--- src/wsc_pkg.sv ---
// constants, register map and state types for the wake-up stop control block
`default_nettype none
package wsc_pkg;
    localparam int ADDR_W = 10;
    localparam int IDX_W = 8;
    localparam logic [IDX_W-1:0] IDX_CPU = 8'hF0;
    localparam logic [IDX_W-1:0] IDX_CTRL = 8'hF9;
    localparam logic [IDX_W-1:0] IDX_MASK_H = 8'hFA;
    localparam logic [IDX_W-1:0] IDX_MASK_L = 8'hFB;
    localparam logic [IDX_W-1:0] IDX_POL_H = 8'hFC;
    localparam logic [IDX_W-1:0] IDX_POL_L = 8'hFD;
    localparam logic [IDX_W-1:0] IDX_PEND_H = 8'hFE;
    localparam logic [IDX_W-1:0] IDX_PEND_L = 8'hFF;
    localparam logic [7:0] CTRL_RESET = 8'h00;
    localparam int STOP_BIT = 2;
    localparam int SRC_BIT = 1;
    localparam int WAKE_BIT = 0;
    localparam int EXIT_BIT = 0;
    localparam int TL_EDGE_BIT = 1;
    localparam int TL_PEND_BIT = 2;
    localparam int TL_UNMASK_BIT = 3;
    localparam int TL_EN_BIT = 4;
    localparam int GIE_BIT = 5;
    localparam int D1_MASK_BIT = 6;
    localparam int D1_PEND_BIT = 7;
    localparam int CLK_PERIOD_NS = 10;
    localparam int OSC_RESTART_NS = 1000;
    localparam int RESTART_CYC =
        (OSC_RESTART_NS + CLK_PERIOD_NS - 1) / CLK_PERIOD_NS;
    localparam int CNT_W = 8;
    localparam logic [CNT_W-1:0] RESTART_LAST = CNT_W'(RESTART_CYC - 1);
    typedef enum logic [1:0] {
        SEQ_IDLE = 2'b00,
        SEQ_ONE = 2'b01,
        SEQ_ZERO = 2'b10
    } wsc_seq_t;
    typedef enum logic [1:0] {
        PW_RUN = 2'b00,
        PW_STOP = 2'b01,
        PW_RESTART = 2'b10
    } wsc_pwr_t;
endpackage
`default_nettype wire

--- src/wsc_top.sv ---
// wake-up line manager with stop entry sequence checker and bus slave
`default_nettype none
module wsc_top (
    input wire logic clk_sys,
    input wire logic rst,
    input wire logic [wsc_pkg::ADDR_W-1:0] avs_address,
    input wire logic avs_read,
    input wire logic avs_write,
    input wire logic [31:0] avs_writedata,
    output logic [31:0] avs_readdata,
    output logic avs_waitrequest,
    input wire logic [15:0] wake_line,
    input wire logic nmi_pin,
    input wire logic cpu_ack,
    output logic stop_request,
    output logic clock_hold,
    output logic channel_d1_irq,
    output logic top_level_irq
);
    import wsc_pkg::*;

    typedef struct packed {
        logic [15:0] wl_meta_r;
        logic [15:0] wl_sync_r;
        logic [15:0] wl_prev_r;
        logic nmi_meta_r;
        logic nmi_sync_r;
        logic nmi_prev_r;
        logic ctrl_stop_r;
        logic ctrl_src_r;
        logic ctrl_wake_r;
        logic [15:0] mask_r;
        logic [15:0] pol_r;
        logic [15:0] pend_r;
        logic exit_r;
        logic tl_edge_r;
        logic tl_pend_r;
        logic tl_unmask_r;
        logic tl_en_r;
        logic gie_r;
        logic d1_mask_r;
        logic d1_pend_r;
        logic d1_line_r;
        wsc_seq_t seq_r;
        wsc_pwr_t pwr_r;
        logic [CNT_W-1:0] cnt_r;
        logic wait_r;
        logic [31:0] rdata_r;
        logic stop_req_r;
        logic hold_r;
        logic d1_irq_r;
        logic tl_irq_r;
    } wsc_state_t;

    wsc_state_t s;
    wsc_state_t n;

    logic [15:0] line_evt;
    logic [15:0] live;
    logic nmi_rise;
    logic wr;
    logic [IDX_W-1:0] idx;
    logic wr_ctrl;
    logic wr_pend;
    logic stop_wr;
    logic abort;
    logic entry_ok;
    logic d1_line;
    logic [31:0] rd_mux;

    // edges seen on the synchronised lines, polarity picks the edge
    assign line_evt = (s.pol_r & s.wl_sync_r & ~s.wl_prev_r)
                    | (~s.pol_r & ~s.wl_sync_r & s.wl_prev_r);
    assign nmi_rise = s.nmi_sync_r & ~s.nmi_prev_r;
    assign live = s.pend_r & s.mask_r;

    // bus decode: a write acts in the cycle waitrequest is low
    assign wr = avs_write & ~s.wait_r;
    assign idx = avs_address[ADDR_W-1:2];
    assign wr_ctrl = wr && (idx == IDX_CTRL);
    assign wr_pend = wr && ((idx == IDX_PEND_H) || (idx == IDX_PEND_L));
    assign stop_wr = avs_writedata[STOP_BIT];

    // any other register write, an ack or an event spoils the sequence
    assign abort = (wr && !wr_ctrl) || cpu_ack || nmi_rise
                 || (|(line_evt & s.mask_r));

    // entry gate; software preparation is expected but checked here
    assign entry_ok = ~s.nmi_sync_r & s.ctrl_wake_r & ~(|live)
                    & (|s.mask_r);

    // request line drops for one cycle on a pending write so that a
    // remaining unmasked bit gives a fresh edge afterwards
    assign d1_line = s.ctrl_src_r & (|live) & ~wr_pend;

    // read mux; unused bits and unmapped words read as zero
    always_comb begin
        rd_mux = '0;
        case (idx)
            IDX_CTRL: begin
                rd_mux[STOP_BIT] = s.ctrl_stop_r;
                rd_mux[SRC_BIT] = s.ctrl_src_r;
                rd_mux[WAKE_BIT] = s.ctrl_wake_r;
            end
            IDX_MASK_H: rd_mux[7:0] = s.mask_r[15:8];
            IDX_MASK_L: rd_mux[7:0] = s.mask_r[7:0];
            IDX_POL_H: rd_mux[7:0] = s.pol_r[15:8];
            IDX_POL_L: rd_mux[7:0] = s.pol_r[7:0];
            IDX_PEND_H: rd_mux[7:0] = s.pend_r[15:8];
            IDX_PEND_L: rd_mux[7:0] = s.pend_r[7:0];
            IDX_CPU: begin
                rd_mux[EXIT_BIT] = s.exit_r;
                rd_mux[TL_EDGE_BIT] = s.tl_edge_r;
                rd_mux[TL_PEND_BIT] = s.tl_pend_r;
                rd_mux[TL_UNMASK_BIT] = s.tl_unmask_r;
                rd_mux[TL_EN_BIT] = s.tl_en_r;
                rd_mux[GIE_BIT] = s.gie_r;
                rd_mux[D1_MASK_BIT] = s.d1_mask_r;
                rd_mux[D1_PEND_BIT] = s.d1_pend_r;
            end
            default: rd_mux = '0;
        endcase
    end

    // next state of the whole block
    always_comb begin
        n = s;
        // the core clock keeps sampling; only the cpu clock is held
        n.wl_meta_r = wake_line;
        n.wl_sync_r = s.wl_meta_r;
        n.wl_prev_r = s.wl_sync_r;
        n.nmi_meta_r = nmi_pin;
        n.nmi_sync_r = s.nmi_meta_r;
        n.nmi_prev_r = s.nmi_sync_r;

        // two-phase handshake: accept, then complete one cycle later
        if ((avs_read || avs_write) && s.wait_r) begin
            n.wait_r = 1'b0;
            n.rdata_r = rd_mux;
        end else if (!s.wait_r) begin
            n.wait_r = 1'b1;
        end

        // plain configuration writes
        if (wr && idx == IDX_MASK_H) n.mask_r[15:8] = avs_writedata[7:0];
        if (wr && idx == IDX_MASK_L) n.mask_r[7:0] = avs_writedata[7:0];
        if (wr && idx == IDX_POL_H) n.pol_r[15:8] = avs_writedata[7:0];
        if (wr && idx == IDX_POL_L) n.pol_r[7:0] = avs_writedata[7:0];

        // pending: software writes the value, a new edge still sets
        if (wr && idx == IDX_PEND_H) n.pend_r[15:8] = avs_writedata[7:0];
        if (wr && idx == IDX_PEND_L) n.pend_r[7:0] = avs_writedata[7:0];
        n.pend_r = n.pend_r | line_evt;

        // cpu-side bits; the unmaskable bit can only be set
        if (wr && idx == IDX_CPU) begin
            n.exit_r = s.exit_r & avs_writedata[EXIT_BIT];
            n.tl_edge_r = avs_writedata[TL_EDGE_BIT];
            n.tl_pend_r = avs_writedata[TL_PEND_BIT];
            n.tl_unmask_r = s.tl_unmask_r
                          | avs_writedata[TL_UNMASK_BIT];
            n.tl_en_r = avs_writedata[TL_EN_BIT];
            n.gie_r = avs_writedata[GIE_BIT];
            n.d1_mask_r = avs_writedata[D1_MASK_BIT];
            n.d1_pend_r = avs_writedata[D1_PEND_BIT];
        end
        // besides a software write, only a fresh rising nmi edge with the edge bit set raises the top pending bit
        if (nmi_rise && s.tl_edge_r) begin
            n.tl_pend_r = 1'b1;
        end
        // channel d1 is edge recognised
        n.d1_line_r = d1_line;
        if (d1_line && !s.d1_line_r) begin
            n.d1_pend_r = 1'b1;
        end

        // stop bit sequence checker
        if (s.seq_r != SEQ_IDLE && abort) begin
            n.seq_r = SEQ_IDLE;
            n.ctrl_stop_r = 1'b0;
        end else if (wr_ctrl) begin
            n.ctrl_src_r = avs_writedata[SRC_BIT];
            n.ctrl_wake_r = avs_writedata[WAKE_BIT];
            case (s.seq_r)
                SEQ_IDLE: begin
                    n.ctrl_stop_r = stop_wr;
                    n.seq_r = stop_wr ? SEQ_ONE : SEQ_IDLE;
                end
                SEQ_ONE: begin
                    n.ctrl_stop_r = stop_wr;
                    n.seq_r = stop_wr ? SEQ_ONE : SEQ_ZERO;
                end
                SEQ_ZERO: begin
                    n.seq_r = SEQ_IDLE;
                    if (stop_wr && entry_ok) begin
                        // nmi sampled low at the third write
                        n.ctrl_stop_r = 1'b1;
                        n.pwr_r = PW_STOP;
                    end else if (stop_wr && s.nmi_sync_r) begin
                        // filtered; stays running, flag untouched
                        n.ctrl_stop_r = 1'b1;
                    end else begin
                        n.ctrl_stop_r = 1'b0;
                    end
                end
                default: n.seq_r = SEQ_IDLE;
            endcase
        end

        // power state: stop, then wait out the oscillator restart
        case (s.pwr_r)
            PW_RUN: n.cnt_r = '0;
            PW_STOP: begin
                if (s.ctrl_wake_r && (|live)) begin
                    n.ctrl_stop_r = 1'b0;
                    n.exit_r = 1'b1;
                    n.pwr_r = PW_RESTART;
                end else if (nmi_rise) begin
                    n.exit_r = 1'b1;
                    n.pwr_r = PW_RESTART;
                end
            end
            PW_RESTART: begin
                if (s.cnt_r == RESTART_LAST) begin
                    n.pwr_r = PW_RUN;
                end else begin
                    n.cnt_r = s.cnt_r + 1'b1;
                end
            end
            default: n.pwr_r = PW_RUN;
        endcase

        // registered outputs
        n.stop_req_r = (n.pwr_r == PW_STOP);
        n.hold_r = (n.pwr_r != PW_RUN);
        n.d1_irq_r = s.d1_pend_r & s.d1_mask_r;
        n.tl_irq_r = s.tl_pend_r
                   & (s.tl_unmask_r | (s.tl_en_r & s.gie_r));
    end

    // state register; control register resets to zero
    always_ff @(posedge clk_sys) begin
        if (rst) begin
            s <= '0;
            s.wait_r <= 1'b1;
        end else begin
            s <= n;
        end
    end

    assign avs_readdata = s.rdata_r;
    assign avs_waitrequest = s.wait_r;
    assign stop_request = s.stop_req_r;
    assign clock_hold = s.hold_r;
    assign channel_d1_irq = s.d1_irq_r;
    assign top_level_irq = s.tl_irq_r;

    logic third_ok;
    assign third_ok = wr_ctrl && s.seq_r == SEQ_ZERO && stop_wr && !abort;
endmodule
`default_nettype wire

--- config.mk ---
export PLATFORM = sky130hd
export DESIGN_NAME = wsc_top
export DESIGN_NICKNAME = d
export VERILOG_FILES = /design/src/wsc_pkg.sv /design/src/wsc_top.sv
export SDC_FILE = /design/constraint.sdc
export NUM_CORES = 1
export LEC_CHECK = 0
export BUFFER_PORTS_ARGS = -buffer_cell sky130_fd_sc_hd__clkbuf_2
export CORE_MARGIN = 3
export CORE_UTILIZATION = 60
export DETAILED_ROUTE_END_ITERATION = 8
export GPL_ROUTABILITY_DRIVEN = 1
export GPL_TIMING_DRIVEN = 0
export PLACE_DENSITY_LB_ADDON = 0.25
export RECOVER_POWER = 50
export SYNTH_ARGS = -nofsm -noshare
export SYNTH_HDL_FRONTEND = slang
export SYNTH_SLANG_ARGS = --single-unit
--- constraint.sdc ---
create_clock -name clk_sys -period 3.87 [get_ports clk_sys]
set_input_delay 0.774 -clock clk_sys [delete_from_list [all_inputs] [get_ports clk_sys]]
set_output_delay 0.774 -clock clk_sys [all_outputs]
set_load 0.05 [all_outputs]
==> results.toml <==
[global_route]
grt_pass1_wl_um = 26880
grt_max_degree = 17
grt_pass1_vias = 5056
antenna_found_initial = 0
grt.overflow.total = 0
grt_util_all_layers = 0.3084

[setup_path]
required_ns = 4.25
cpMaxStageDelayCell = "nor3b_1"
worst_setup_path_end_kind = "flop"
crit_top_cell = "nand2_1"
cp_max_fo = 9
crit_chain = "clkbuf_2 > and4_1 > buf_6 > nand3_1 > nor3b_1 > nand2_1 > nand2_1 > a31oi_1"
slowest_delay_ns = 0.93
critPathLaunchType = "primary input"
critical_path_arrival_ns = 3.10
path_class = "in -> reg"

[timing]
max_slew_margin = 0.2575
fin_crit_sh = 0.7024
min_period_ns = 2.718
fin_skew_ns = 0.01027
timing.fmax_mhz = 367.9
tns_ns = 0
worst_pin_slew_ns = 1.105
holdWs_ns = 0.4344
rsz0062_at_grt = "no"
finalSetupViolations = 0
drv_slew = 0
hold_viol_final = 0

[power_and_ir_drop]
p_clk_frac = 0.472
p_int_mw = 2.348
finalPower_mw = 3.138
peakVddDrop_uv = 289.5
leakagePower_nw = 2.733
switchingPower_mw = 0.7896
combPwrFrac = 0.067
seqPwrFrac = 0.461
powerDensity_mw_per_mm2 = 443.4
swShare = 0.2516

[yosys]
synth_area_leaders = "dfxtp_1 (45%), nand2_1 (7.4%), nor2b_1 (5.8%)"
syn_area_sq_mm = 0.006088
synthesis.instances = 699
ys_ff_latch = 136
syn_area_per_cell_sq_um = 8.710
yosysTopAreaCell = "dfxtp_1"
yosys_warnings = 0
seq_area_frac_synth = 0.4472
yosysTopAreaCellShare = 0.4472
synth_enable_flop_cells = 0
synth_ff_type = "dfxtp_1"
synthArstFlopShare = 0
synth.distinct_cells = 63

[clocking]
ctsHtreeMaxLevel = 4
cts_buffers = 17
path_clk_slew_ns = 0.06
cts.path.max_buffers = 2
cts_hold_buf = 0
cts_sinks = 136
clock_latency_ns = 0.53
cts_setup_buffers = 0
cts-resized-gates = 0
cts_tree = "built"
cts_root_buf = "clkbuf_8"

[route]
route.detailed.drc = 0
finalWirelength_um = 17190
firstDrtPassIters = 7
viasPerCell = 5.871
first_iter_violations = 481
ant_nets = 0
vias = 5478
wl_per_cell_um = 18.42

[place]
gp_congestion = 0.9584
hpwl_um = 12560
port_buffers = 46

[finish]
syn2layout_area_growth_pct = 16.24
fin_nets = 852
final_common_cell = "dfxtp_1"
post-route-util = 0.7207
antennaDiodeCount = 0
fillers = 796
drive_gt1_frac = 0.1688
final_cell_mix = "dfxtp_1 (136), nand2_1 (120), a21oi_1 (57), nor2b_1 (56), clkbuf_2 (39)"

[floorplan]
rows = 36
core_sq_mm = 0.009819
die_h_um = 106.7
initial_core_util = 0.6200
dieArea_sq_mm = 0.01139
die_w_um = 106.7
num_io_pins = 101

[flow_run]
cap_violations = 0

[hold_path]
holdCritPathClass = "reg -> reg"

[run_status]
outcome = "finished, final reports clean"
power groups by stage:
stage	combinational (mW)	sequential (mW)	clock, mW
3_3_place_gp	0.206	1.47	0
3_5_place_dp	0.209	1.48	0
2_1_floorplan	0.149	1.47	0
5_1_grt	0.226	1.45	1.55
6_report	0.212	1.45	1.48
4_1_cts	0.210	1.45	1.49
flip-flops by register name, indices dropped and copies added, names as in the netlist:
name and count:
avs_readdata 8, avs_waitrequest 1, channel_d1_irq 1, clock_hold 1
n 34, s 89, stop_request 1, top_level_irq 1
layout make-up:
type                    count  area [sq um]  share of cell area
well taps                 133         166.4             0.02351
clock inverters            14         126.4             0.01786
clock buffers              18         417.9             0.05905
flip-flops and latches    136          2723              0.3847
inverters                  10         37.54            0.005304
plain buffers              67         401.6             0.05675
multi-input cells         509          2983              0.4215
repair buffers             46         221.5             0.03129
synth_stat cells, types with 10 or more instances:
master,count
dfxtp_1,136
a21oi_1,57
nand3_1,23
nor3b_1,10
nor2_1,38
and3b_1,13
a22o_1,16
clkbuf_1,20
nor2b_1,56
o21ai_0,21
buf_4,35
buf_2,10
nand2_1,120
a31oi_1,16
critical path: cells and delay by family:
kind	cells	cell delay [ns]
buf+inv	2	0.21
compound gates	1	0.10
simple gates	5	2.02
metal layers:
metal	track usage	wire length, um	vias to the layer above
met5	0	0	-
met4	0.1233	505	0
met3	0.06261	1766	43
met2	0.4991	7946	339
met1	0.4052	6971	2506
li1	-	-	2590
kinds of logic (layout without fill, tap and decap cells):
| logic type | Yosys count | in the layout | synth area share |
|---|---|---|---|
| buffers and inverters | 77 | 155 | 0.07234 |
| adder cells (fa/ha/maj) | 1 | 1 | 0.002055 |
| AO/OA/AOI/OAI | 143 | 143 | 0.1500 |
| AND/OR/NAND/NOR | 322 | 322 | 0.2883 |
| flip-flops | 136 | 136 | 0.4472 |
| multiplexers | 15 | 15 | 0.03370 |
| XOR/XNOR | 4 | 4 | 0.005755 |
| other | 1 | 24 | 0.0006159 |
metrics by stage:
| stage | worst slack (ns) | area, sq um | std cells |
|---|---|---|---|
| CTS | 1.655 | 7116 | 933 |
| floorplan | 1.691 | 6175 | 722 |
| global placement | 1.246 | 6571 | 901 |
| finish | 1.152 | 7077 | 933 |
| detailed placement | 1.162 | 6571 | 901 |
| global route | 1.047 | 7077 | 933 |
worst paths after layout:
path	from	endpoint	slack (ns)	cells past startpoint
worst max-delay path	avs_address[8]	s[68]	1.15	8
worst min register to register	n[110]	n[109]	0.43	1
worst min-delay path	n[110]	n[109]	0.43	1
worst max register to register	s[94]	s[46]	1.59	6
(Power assumes the default switching activity.)
